$ cat config.mk
export PLATFORM = sky130hd
export DESIGN_NAME = ilcg_generator
export DESIGN_NICKNAME = d
export VERILOG_FILES = /design/src/ilcg_pkg.sv /design/src/ilcg_generator.sv
export SDC_FILE = /design/constraint.sdc
export NUM_CORES = 1
export LEC_CHECK = 0
export BUFFER_PORTS_ARGS = -buffer_cell sky130_fd_sc_hd__buf_2
export CORE_MARGIN = 10
export CORE_UTILIZATION = 35
export CTS_BUF_LIST = sky130_fd_sc_hd__clkbuf_8
export DETAILED_ROUTE_END_ITERATION = 10
export PLACE_DENSITY_LB_ADDON = 0.3
export REMOVE_ABC_BUFFERS = 1
export SYNTH_ARGS = -nofsm -noshare
export SYNTH_HDL_FRONTEND = slang
export SYNTH_SLANG_ARGS = --single-unit
$ cat constraint.sdc
create_clock -name core_clk -period 2.3 [get_ports core_clk]
set_clock_uncertainty 0.1 [all_clocks]
set_input_delay 0.115 -clock core_clk [delete_from_list [all_inputs] [get_ports core_clk]]
set_output_delay 0.115 -clock core_clk [all_outputs]
set_load 0.05 [all_outputs]
$ cat src/ilcg_pkg.sv
// Package: constants and carrier types for the lane alignment octet block
package ilcg_pkg;
  localparam int SAMPLE_WIDTH = 14;
  localparam int LATENCY_CYCLES = 20;
  localparam int CFG_OCTETS = 14;
  localparam logic [3:0] LAST_OCTET = 4'hd;
  localparam logic [4:0] FRAME_COUNT_ONE_LANE = 5'h08;
  localparam logic [4:0] FRAME_COUNT_TWO_LANE = 5'h10;
  localparam logic [4:0] SAMPLE_RES_FIELD = 5'h0d;
  localparam logic [4:0] TOTAL_BITS_FIELD = 5'h0f;
  localparam logic [7:0] FRAME_OCTETS_ONE_LANE = 8'h01;
  localparam logic [7:0] FRAME_OCTETS_TWO_LANE = 8'h00;
  localparam logic [4:0] LANE_FIELD_TWO_LANE = 5'h01;
  localparam logic [SAMPLE_WIDTH-1:0] SIGN_FLIP = 14'h2000;

  // Static settings steering the octet generator
  typedef struct packed {
    logic alignEnable;
    logic oneLane;
    logic scramblerSelect;
    logic frameCountOverride;
    logic [4:0] programmedFrameCount;
    logic twosComplement;
  } ilcg_cfg_t;

  // One configuration octet on the link
  typedef struct packed {
    logic valid;
    logic last;
    logic [3:0] index;
    logic [7:0] data;
  } ilcg_octet_t;
endpackage

$ cat src/ilcg_generator.sv
// Module: alignment octet generator with sample pipeline and coding
`timescale 1ns/1ps
// What this block does
// - No alignment sequence after reset; sent only when enabled.
// - Alignment sends configuration octets 0 to 13, layout per lane mode.
// - Frame count defaults 01000 one-lane, 10000 two-lane; override wins.
// - Octets 11 and 12 are reserved and sent as zero.
// - Conversion starts and input is sampled on the rising clock edge.
// - Each sample leaves exactly 20 clock cycles after capture.
// - Output samples are 14 bits, offset binary or two's complement.
module ilcg_generator #(
  parameter int LATENCY = ilcg_pkg::LATENCY_CYCLES
) (
  input wire logic core_clk,
  input wire logic rst,
  input wire ilcg_pkg::ilcg_cfg_t cfg,
  input wire logic laneSel,
  input wire logic alignStart,
  input wire logic [ilcg_pkg::SAMPLE_WIDTH-1:0] sampleIn,
  output ilcg_pkg::ilcg_octet_t octetOut,
  output logic alignBusy,
  output logic [ilcg_pkg::SAMPLE_WIDTH-1:0] sampleOut
);
  // ==========================================================
  // Configuration field table
  // Pure function of settings, so octet content never depends on history
  function automatic logic [7:0] cfgOctet(input logic [3:0] idx,
      input ilcg_pkg::ilcg_cfg_t c, input logic lane);
    logic [4:0] k;
    begin
      k = c.oneLane ? ilcg_pkg::FRAME_COUNT_ONE_LANE
                    : ilcg_pkg::FRAME_COUNT_TWO_LANE;
      if (c.frameCountOverride) begin
        k = c.programmedFrameCount;
      end
      unique case (idx)
        4'h2: cfgOctet = {3'h0, 4'h0, c.oneLane ? 1'b0 : lane};
        4'h3: cfgOctet = {c.scramblerSelect, 2'h0,
                c.oneLane ? 5'h00 : ilcg_pkg::LANE_FIELD_TWO_LANE};
        4'h4: cfgOctet = c.oneLane ? ilcg_pkg::FRAME_OCTETS_ONE_LANE
                                   : ilcg_pkg::FRAME_OCTETS_TWO_LANE;
        4'h5: cfgOctet = {3'h0, k};
        4'h7: cfgOctet = {3'h0, ilcg_pkg::SAMPLE_RES_FIELD};
        4'h8: cfgOctet = {3'h0, ilcg_pkg::TOTAL_BITS_FIELD};
        default: cfgOctet = 8'h00; // Octets 0,1,6,9,10,11,12
      endcase
    end
  endfunction

  // Checksum sums field values: octet sum, less the scrambler bit's weight
  function automatic logic [7:0] cfgSum(input ilcg_pkg::ilcg_cfg_t c,
      input logic lane);
    logic [7:0] s;
    begin
      s = 8'h00;
      for (int i = 0; i < ilcg_pkg::CFG_OCTETS - 1; i++) begin
        s = s + cfgOctet(4'(i), c, lane);
      end
      // Scrambler field counts as one, not as its octet weight of 128
      s = s - {c.scramblerSelect, 7'h00} + {7'h00, c.scramblerSelect};
      cfgSum = s;
    end
  endfunction

  // ==========================================================
  // Alignment sequencer
  typedef enum logic {ILCG_IDLE, ILCG_SEND} ilcg_state_t;
  ilcg_state_t stateQ, stateD;
  logic [3:0] idxQ, idxD;
  ilcg_pkg::ilcg_octet_t octetQ, octetD;

  // Next state; start is ignored while a sequence is running
  always_comb begin
    stateD = stateQ;
    idxD = idxQ;
    octetD = '0;
    unique case (stateQ)
      ILCG_IDLE: begin
        if (alignStart && cfg.alignEnable) begin
          stateD = ILCG_SEND;
          idxD = 4'h0;
        end
      end
      ILCG_SEND: begin
        octetD.valid = 1'b1;
        octetD.index = idxQ;
        octetD.last = (idxQ == ilcg_pkg::LAST_OCTET);
        octetD.data = octetD.last ? cfgSum(cfg, laneSel)
                                  : cfgOctet(idxQ, cfg, laneSel);
        if (idxQ == ilcg_pkg::LAST_OCTET) begin
          stateD = ILCG_IDLE;
        end
        idxD = idxQ + 4'h1;
      end
    endcase
  end

  // Reset leaves the sequence off until enabled and requested
  always_ff @(posedge core_clk) begin
    if (rst) begin
      stateQ <= ILCG_IDLE;
      idxQ <= 4'h0;
      octetQ <= '0;
    end else begin
      stateQ <= stateD;
      idxQ <= idxD;
      octetQ <= octetD;
    end
  end

  assign octetOut = octetQ;
  assign alignBusy = octetQ.valid;

  // ==========================================================
  // Sample pipeline: capture stage plus LATENCY-1 further stages
  logic [ilcg_pkg::SAMPLE_WIDTH-1:0] pipeQ [LATENCY];
  logic [ilcg_pkg::SAMPLE_WIDTH-1:0] pipeD [LATENCY];

  // Coding applied at capture; top bit flip maps offset to two's complement
  always_comb begin
    pipeD[0] = cfg.twosComplement ? (sampleIn ^ ilcg_pkg::SIGN_FLIP)
                                  : sampleIn;
    for (int i = 1; i < LATENCY; i++) begin
      pipeD[i] = pipeQ[i-1];
    end
  end

  // One stage per rising edge; no reset needed on the datapath
  always_ff @(posedge core_clk) begin
    for (int i = 0; i < LATENCY; i++) begin
      pipeQ[i] <= pipeD[i];
    end
  end

  assign sampleOut = pipeQ[LATENCY-1];

  // ==========================================================
  // Assertion helper: edges since the coding setting was last set
  // A counter stands in for a long repetition the tools would unroll
  logic [7:0] offCntQ, offCntD;

  // Saturates so a long run cannot wrap back below the threshold
  always_comb begin
    offCntD = offCntQ;
    if (cfg.twosComplement) begin
      offCntD = 8'h00;
    end else if (offCntQ != 8'hff) begin
      offCntD = offCntQ + 8'h01;
    end
  end

  // Reset clears the count so the unreset pipeline refills first
  always_ff @(posedge core_clk) begin
    if (rst) begin
      offCntQ <= 8'h00;
    end else begin
      offCntQ <= offCntD;
    end
  end

  // ==========================================================
  // Assertions
  property p_noAlignWhenOff;
    @(posedge core_clk) disable iff (rst)
      !cfg.alignEnable && stateQ == ILCG_IDLE
        |=> stateQ == ILCG_IDLE && !octetQ.valid;
  endproperty
  a_noAlignWhenOff: assert property (p_noAlignWhenOff)
    else $error("alignment octet sent while disabled");

  property p_fourteenOctets;
    @(posedge core_clk) disable iff (rst)
      $rose(octetQ.valid) |-> octetQ.index == 4'h0 ##13 octetQ.last ##1
        !octetQ.valid;
  endproperty
  a_fourteenOctets: assert property (p_fourteenOctets)
    else $error("alignment sequence not 14 octets");

  property p_frameCount;
    @(posedge core_clk) disable iff (rst)
      octetQ.valid && octetQ.index == 4'h5 && !$past(cfg.frameCountOverride)
      && $stable(cfg) |-> octetQ.data[4:0] == ($past(cfg.oneLane) ?
        ilcg_pkg::FRAME_COUNT_ONE_LANE : ilcg_pkg::FRAME_COUNT_TWO_LANE);
  endproperty
  a_frameCount: assert property (p_frameCount)
    else $error("frame count default wrong");

  property p_reservedZero;
    @(posedge core_clk) disable iff (rst)
      octetQ.valid && (octetQ.index == 4'hb || octetQ.index == 4'hc)
        |-> octetQ.data == 8'h00;
  endproperty
  a_reservedZero: assert property (p_reservedZero)
    else $error("reserved octet not zero");

  property p_latency;
    @(posedge core_clk) disable iff (rst)
      offCntQ >= 8'(LATENCY) |-> sampleOut == $past(sampleIn, LATENCY);
  endproperty
  a_latency: assert property (p_latency)
    else $error("sample latency not 20 cycles");

  property p_coding;
    @(posedge core_clk) disable iff (rst)
      cfg.twosComplement |=> pipeQ[0] == ($past(sampleIn) ^
        ilcg_pkg::SIGN_FLIP);
  endproperty
  a_coding: assert property (p_coding)
    else $error("two's complement coding wrong");

  property p_offsetCoding;
    @(posedge core_clk) disable iff (rst)
      !cfg.twosComplement |=> pipeQ[0] == $past(sampleIn);
  endproperty
  a_offsetCoding: assert property (p_offsetCoding)
    else $error("offset binary coding altered sample");

  property p_checksum;
    @(posedge core_clk) disable iff (rst)
      octetQ.valid && octetQ.last && $stable(cfg) && $stable(laneSel)
        |-> octetQ.data == cfgSum(cfg, laneSel);
  endproperty
  a_checksum: assert property (p_checksum)
    else $error("checksum octet wrong");

  property p_startTaken;
    @(posedge core_clk) disable iff (rst)
      stateQ == ILCG_IDLE && alignStart && cfg.alignEnable
        |-> ##2 octetQ.valid && octetQ.index == 4'h0;
  endproperty
  a_startTaken: assert property (p_startTaken)
    else $error("alignment start not honoured");

  c_oneLane: cover property (@(posedge core_clk) disable iff (rst)
    octetQ.last && cfg.oneLane);
  c_twoLane: cover property (@(posedge core_clk) disable iff (rst)
    octetQ.last && !cfg.oneLane && laneSel);
  c_override: cover property (@(posedge core_clk) disable iff (rst)
    octetQ.valid && octetQ.index == 4'h5 && cfg.frameCountOverride);
endmodule

==> metrics, run 1 <==
Area Growth Syn to Fin 26.6%; share of cells above drive strength 1 around a quarter; H-tree depth 2; Die W around 160 µm; PD cells about 1200 mW/mm²; Initial Utilization 35.8%; fin nets ~570; GRT overflow 0; vias in the first global route between 3k and 4k; Post-Layout Cell Count approximately 800; Max transition margin about 66%; clock latency on the worst-skew pair ~520 ps; Netlist Area Pre-Place 0.00672 mm²; Detailed Route WL slightly below 8000 µm; Yosys Warn Count 0; crit-path max cell delay 420 ps; PnR worst setup slack between 90 and 100 ps; crit path launch type input port; post-route ant nets 0; worst reg-to-reg path cell count 6; DRC 0; Die Area about 0.025 mm²; first-pass GRT wire length 12,900 µm; largest net degree at the start of global routing 15; length of the first detailed-routing pass in iterations 4; max cap viols 0; WP data required 2600 ps; Worst path depth 11; Top FF cell, synth dfxtp_1; final slew viol count 0; count of final setup violators 0; Placeable Area between 0.015 and 0.02 mm²; worst vdd ir around 0.52 mV; critical path fanouts, max 2; Post-synth ARST share 0%; PortBufs 56; num rows 50; dpl cells roughly 700; worst slew pin tran ~510 ps; via/cell ratio ~4; Hold Crit Depth 5; min Tclk post-route between 2000 and 2500 ps; IO Pins 57; Sink Count between 200 and 300; f_max ~450 MHz; endpoint class of the critical path flop; antenna violations before repair 0; Reg clk slew, reported paths ~70 ps; Mapped Cells 408; Final Hold Viols 0; root buf cell clkbuf_8; delay-heaviest family, CP adder cells; Final GP Congestion about 0.7; RSZ-0062 raised after global routing false; kind of critical path in2reg; CP Data Arrival Time roughly 2500 ps; CTS Buffer Depth 3; post-synth cell types 38; via count around 3.1k; TritonCTS clock tree built; iteration-0 DRC count of the detailed router 164; Worst Path Buf+Inv 2; Num CTS Buffers 44; syn avg cell area 16.5 µm²; Total Routing Usage GR about 6.3%; Wirelength per Cell roughly 10 µm; status finished clean; crit path cell chain buf_2 > and2_2 > ha_1 > xnor2_1 > fa_1 > inv_1 > fa_1 > a21oi_2 > nor2_4 > xnor2_1 > a2111oi_2; die height between 150 and 200 µm; Leak 0.00372 µW; post-synthesis sequential area ratio between 80% and 90%; HP Class in2reg; pre-CTS WS -437 ps; Critical-path top delay cell fa_1; number of synthesized flops with an enable pin 0; DP Wirelength approximately 4400 µm; #FFs+latches synth between 200 and 300; Antenna diodes 0; crit share post-route between 90 and 100%
## layout make-up
cell class / count / area [µm²]
fill: 1634 / 10300
clock buffer: 59 / 812
clock inverter: 19 / 170
multi-input combinational: 92 / 662
timing repair buffer: 83 / 543
sequential: 299 / 5990
inverter: 11 / 41.3
tap: 234 / 293
## logic make-up after synthesis
group | count (synthesis) | synth area share [%]
DFF | 299 | 89.1
and+or+nand+nor | 45 | 3.59
AOI/OAI and AO/OA | 27 | 2.57
buffers and inverters | 17 | 1.14
adders and majority gates | 12 | 2.46
xor gates and xnor gates | 5 | 0.652
muxes | 3 | 0.521
## report_power, final
part / switching, µW / internal, µW / leakage, µW
clock: 1790 / 2640 / 0.000547
sequential: 52.9 / 5460 / 0.00252
combinational: 141 / 105 / 0.000652
total: 1980 / 8210 / 0.00372
## through the flow
step           cell area (µm²)  util (%)  hold WS (ps)  TNS (ps)  total power (µW)
2_1_floorplan             6690         -          42.7     -24.9              5760
3_3_place_gp              7280      38.8           117      -241              5820
3_5_place_dp              7280      38.8           119      -709              5850
4_1_cts                   8500      45.3          4.27         0             10400
5_1_grt                   8510      45.3          47.7         0             10600
6_report                  8510      45.3          8.92         0             10200
## registers in the layout, summed over array words and instances (netlist names)
register,count
pipeQ,280
octetOut,13
idxQ,4
alignBusy,1
stateQ,1
## path summary, 6_finish.rpt
kind | start | endpoint | slack (ps)
setup / recovery | cfg[1] | octetOut[4] | 100
hold / removal | laneSel | octetOut[0] | 9
setup reg to reg | idxQ[1] | octetOut[2] | 340
hold reg to reg | pipeQ[3][13] | pipeQ[3][27] | 220
## worst register-to-register path, cell delays in order, from the launching register on
cell,delay (ps)
dfxtp_1,390
inv_1,100
ha_1,290
or3b_2,490
a21oi_1,180
nor2_1,70
a22o_1,240
## Yosys cell counts (3+ instances only)
master      n  area [µm²]
inv_1      11        41.3
nand3_1     4        20.0
ha_1       10         125
clkbuf_1    3        11.3
or2_2       3        18.8
xnor2_1     4        35.0
o21ai_0     5        25.0
nor3_1      3        15.0
a21oi_1    13        65.1
nor2_1     10        37.5
and2_2      3        22.5
dfxtp_1   299        5990
nand2_1     8        30.0
## cells in the final DEF (no fill, tap or decap), types with 2 or more instances in the layout
| cell type | instances |
|---|---|
| inv_1 | 23 |
| ha_1 | 10 |
| xnor2_1 | 4 |
| buf_4 | 3 |
| and2_2 | 3 |
| clkbuf_8 | 59 |
| or2_2 | 3 |
| a22o_1 | 2 |
| nor3_1 | 3 |
| dfxtp_1 | 299 |
| nand2_1 | 8 |
| bufinv_16 | 3 |
| nand3_1 | 4 |
| and2_1 | 2 |
| buf_2 | 56 |
| nor2b_1 | 2 |
| or3_1 | 2 |
| fa_1 | 2 |
| a21oi_1 | 12 |
| dlygate4sd3_1 | 24 |
| inv_8 | 2 |
| mux2i_1 | 2 |
| o21ai_0 | 5 |
| nand2b_1 | 2 |
| nor2_1 | 10 |
## routing by layer
layer	track usage (%)	routed length [µm]
met1	5.94	3040
met5	0	0
met4	6.79	404
met3	2.78	641
met2	9.81	3660
## timing repair
action                     in CTS  in global routing
hold buffers                   24                  0
gates resized for setup         0                  1
hold endpoints to repair       22                  0
buffers inserted                0                  0
setup endpoints to repair       0                  1
Note: power is estimated with default switching activity, not from simulation.
==> inputs of run 2 (changes only) <==
CORE_ASPECT_RATIO = 0.7   (was default)
==> run 2 against run 1 <==
Effect of this change:
- register-to-register slack about the same
- sequential share of layout area increased by 1.3 points
- via count is 9.2% lower
- die area rose by 0.36%
- fmax is 5.3% higher
- hold slack improved by 33 ps
- highest routed layer unchanged
- first-iteration DRC count decreased by 34%
- power is 5.0% lower
- sequential power hardly changed
- largest power group unchanged
- global-route usage decreased by 0.46 points
- clock power shrank 11%
==> metrics, run 2 (synthesized netlist as in run 1, its figures left out) <==
status finished clean; H-tree depth 2; crit share post-route between 90% and 100%; post-route ant nets 0; final slew viol count 0; endpoint class of the critical path flop; DRC 0; share of cells above drive strength 1 between 20% and 30%; Num CTS Buffers 41; Sequential Area about 0.006 mm²; Die W about 190 µm; HP Class in2reg; kind of critical path in2reg; fin nets about 570; area of the multi-input gates 658 µm²; PD cells 1160 mW/mm²; min Tclk post-route ~2100 ps; PortBufs 56; CP Data Arrival Time around 2400 ps; iteration-0 DRC count of the detailed router approximately 110; max cap viols 0; antenna violations before repair 0; Antenna diodes 0; part of the power in combinational logic approximately 2.5%; length of the first detailed-routing pass in iterations 4; crit path launch type input port; critical path fanouts, max 2; Final GP Congestion 0.756; Setup Fix Bufs, Post-CTS 0; count of final setup violators 0; Total Routing Usage GR 5.87%; Final Hold Viols 0; DP Wirelength about 4200 µm; most frequent cells in the layout dfxtp_1 (299), buf_2 (56), clkbuf_8 (49); met3 usage between 3 and 4%; most common cell after layout, fill and taps aside dfxtp_1; RSZ-0062 raised after global routing false; IO Pins 57; first-pass GRT wire length about 12,000 µm; Die Area roughly 0.025 mm²; Fill cells about 1.6k; Placeable Area 0.0189 mm²; met1 usage between 6 and 7%; TritonCTS clock tree built; Int Power 7820 µW; GRT busiest layer met2; f_max 478 MHz; Flop pwr share 57.0%; Reg with most FFs pipeQ; Fin Hold WS around 42 ps; Wirelength per Cell 9.23 µm; Sink Count approximately 300; worst vdd ir about 0.43 mV; CTS Buffer Depth 3; via count between 2k and 3k; Detailed Route WL about 7300 µm; GRT overflow 0; Hold Crit Depth 5; Max transition margin approximately two thirds; Switching Share about a fifth; WP data required around 2600 ps; root buf cell clkbuf_8; Initial Utilization between 30% and 40%; vias in the first global route approximately 2.8k; Total Power roughly 9700 µW; max reg flops 280; CTS resizes 0; Reg clk slew, reported paths 70 ps; worst slew pin tran between 500 and 600 ps; worst reg-to-reg path cell count 6; switching power 1860 µW; via/cell ratio around 3.6; die height ~140 µm; num rows 42; Area Growth Syn to Fin 24.3%; Clock Power Share around 40%; Leak ~0.0036 µW; clock latency on the worst-skew pair approximately 510 ps; largest net degree at the start of global routing 15; met2 Use GR about 7.9%
==> run 2: cell types whose count changed in the layout (fill, tap and decap cells not counted) <==
| cell | delta |
|---|---|
| a21oi_1 | +1 |
| a21oi_2 | -1 |
| clkbuf_8 | -10 |
| clkinvlp_4 | +1 |
| dlygate4sd3_1 | -1 |
| inv_8 | -2 |
==> run 2: layout make-up <==
cell class              count  area share [%]
repair buffers             82            6.38
inverters                  11           0.494
flip-flops and latches    299            71.7
multi-input cells          92            7.88
clock buffers              49            8.08
clock inverters            18            1.86
well taps                 242            3.63
==> run 2: what timing repair did <==
action / 4_1_cts / 5_1_grt
endpoints found under the setup margin: 0 / 0
hold buffers: 23 / 0
hold endpoints to repair: 22 / 0
==> run 2: power by group through the flow <==
stage,registers [µW],logic (µW),clock network [µW]
floorplan,5670,83.2,0
global placement,5620,196,0
detailed placement,5630,209,0
CTS,5520,238,4080
global route,5540,259,4290
finish,5510,238,3920
==> run 2: layer usage <==
metal  part of all wire (%)  routed length (µm)
met1                     48                3480
met5                      0                   0
met4                    3.0                 221
met2                     39                2850
met3                     10                 758
==> run 2: worst max-delay path, stage by stage <==
cell and delay, ps:
buf_2 90, and2_2 190, ha_1 290, xnor2_1 200, fa_1 240, inv_1 60
fa_1 410, a21oi_1 240, nor2_4 60, xnor2_1 130, a2111oi_2 350
==> run 2: worst paths after layout <==
path | startpoint | end | slack [ps]
min reg2reg | pipeQ[2][35] | pipeQ[2][49] | 200
min | cfg[8] | octetOut[0] | 40
max | cfg[1] | octetOut[4] | 210
max reg2reg | idxQ[1] | octetOut[2] | 340
==> run 2: per-stage QoR <==
| step | instances | setup slack, ps | instance area [µm²] | utilization, % | setup TNS [ps] |
|---|---|---|---|---|---|
| 6_report | 793 | 207 | 8350 | 44.3 | 0 |
| 5_1_grt | 793 | 80.2 | 8350 | 44.3 | 0 |
| 4_1_cts | 793 | 231 | 8350 | 44.3 | 0 |
| 3_5_place_dp | 703 | -297 | 7290 | 38.6 | -467 |
| 3_3_place_gp | 703 | -192 | 7290 | 38.6 | -247 |
| 2_1_floorplan | 402 | -24.9 | 6690 | - | -24.9 |
==> inputs of run 3 (changes only) <==
CELL_PAD_IN_SITES_DETAIL_PLACEMENT = 0   (was default)
CELL_PAD_IN_SITES_GLOBAL_PLACEMENT = 1   (was default)
==> run 3 against run 2 <==
Effect of this change:
- cell count up 1.1%
- die area unchanged
- worst setup slack worse by 47 ps
- register-to-register slack barely moved
- global-route usage increased by 0.21 points
- first-iteration DRC count up 6.5%
- combinational power grew 2%
- largest power group unchanged
- core utilization increased by 0.18 points
- flip-flop and latch count is the same
- non-clock buffer count up 2
==> metrics, run 3 (synthesized netlist as in run 1, its figures left out) <==
status finished clean; worst vdd ir between 0.5 and 0.6 mV; Total Power 9660 µW; HP Class in2reg; length of the first detailed-routing pass in iterations 4; Die W around 190 µm; Reg clk slew, reported paths around 60 ps; antenna violations before repair 0; RSZ-0062 raised after global routing false; via/cell ratio around 3.6; Total Routing Usage GR between 6 and 7%; crit-path max cell delay between 400 and 500 ps; max reg flops 280; DRC 0; Die Area between 0.02 and 0.03 mm²; Switching Share ~20%; met3 usage ~3.4%; kind of critical path in2reg; Sink Count roughly 300; pre-CTS WS -328 ps; Antenna diodes 0; root buf cell clkbuf_8; switching power 1930 µW; Final GP Congestion 0.711; Worst Path Buf+Inv 2; Detailed Route WL approximately 7500 µm; iteration-0 DRC count of the detailed router between 100 and 150; fin nets between 500 and 600; Flop pwr share between 50% and 60%; Final Hold Viols 0; Setup Fix Bufs, Post-CTS 0; vias in the first global route approximately 2.9k; die height about 140 µm; met1 usage under 10%; endpoint class of the critical path flop; CP Data Arrival Time 2430 ps; CTS Buffer Depth 3; Num CTS Buffers 42; GRT busiest layer met2; TNS Setup 0 ps; Leak about 0.0037 µW; Wirelength per Cell approximately 9.4 µm; dpl cells roughly 700; Critical-path top delay cell fa_1; via count slightly below 3k; share of cells above drive strength 1 between 20% and 30%; first-pass GRT wire length approximately 13,000 µm; H-tree depth 2; Clock Power Share 40.4%; Post-Layout Cell Count approximately 800; crit path launch type input port; Reg with most FFs pipeQ; crit path cell chain buf_2 > and2_2 > ha_1 > xnor2_1 > fa_1 > inv_1 > fa_1 > a21oi_1 > nor2_4 > xnor2_1 > a2111oi_2; most common cell after layout, fill and taps aside dfxtp_1; Fin Hold WS ~63 ps; Max transition margin between 60% and 70%; f_max between 400 and 500 MHz; PnR worst setup slack between 150 and 200 ps; PD cells between 1000 and 1500 mW/mm²; met2 Use GR under 10%; worst slew pin tran around 520 ps; TritonCTS clock tree built; Initial Utilization 35.6%; crit share post-route around 93%; delay-heaviest family, CP adder cells; count of final setup violators 0; Int Power approximately 7700 µW; post-route ant nets 0; max cap viols 0; DP Wirelength 4300 µm; num rows between 40 and 50; critical path fanouts, max 2; largest net degree at the start of global routing 15; PortBufs 56; most frequent cells in the layout dfxtp_1 (299), buf_2 (56), clkbuf_8 (52); min Tclk post-route around 2100 ps; WP data required between 2000 and 3000 ps; final slew viol count 0; GRT overflow 0; Area Growth Syn to Fin 24.8%; Placeable Area 0.0189 mm²; IO Pins 57; clock latency on the worst-skew pair about 500 ps; part of the power in combinational logic between 2 and 3%
## run 3: cell count changes in the layout (fill, tap and decap cells not counted)
cell	previous run	this run
clkinv_2	1	7
dlygate4sd3_1	23	25
inv_6	0	2
bufinv_16	3	1
clkbuf_8	49	52
clkinvlp_4	2	0
## run 3: what timing repair did
action / CTS / global route
endpoints found under the hold margin: 23 / 0
hold buffers: 25 / 0
resized for setup: 0 / 0
## run 3: power by group through the flow
stage	logic [µW]	clock network, µW	registers, µW
5_1_grt	262	4330	5540
3_3_place_gp	199	0	5620
6_report	243	3900	5520
2_1_floorplan	83.2	0	5670
3_5_place_dp	209	0	5630
4_1_cts	242	4090	5520
## run 3: layer usage
metal | wire, µm | part of all wire (%)
met1 | 3700 | 49
met2 | 2880 | 38
met3 | 731 | 9.7
met4 | 232 | 3.1
met5 | 0 | 0
## run 3: metrics by stage
| step | util [%] | area (µm²) |
|---|---|---|
| floorplan | - | 6690 |
| global placement | 38.6 | 7290 |
| detailed placement | 38.6 | 7290 |
| CTS | 44.4 | 8380 |
| global route | 44.4 | 8380 |
| finish | 44.4 | 8380 |
## run 3: final cells by class
class                           instances  area (µm²)
Clock inverter                         22         128
Fill cell                            1676       10500
Sequential cell                       299        5990
Clock buffer                           52         716
Inverter                               11        41.3
Timing Repair Buffer                   84         553
Multi-Input combinational cell         92         658
Tap cell                              242         303
## run 3: tightest hold or removal path, stage by stage
cell and delay, ps:
buf_2 90, buf_4 130, nor3_1 50, a21oi_1 120
o21ai_0 90
## run 3: worst paths after layout
kind,from,endpoint,slack [ps],depth (start not counted)
worst max-delay path,cfg[1],octetOut[4],160,11
worst min-delay path,cfg[8],octetOut[0],60,5
worst max register to register,idxQ[1],octetOut[2],330,6
worst min register to register,pipeQ[2][20],pipeQ[2][34],220,0
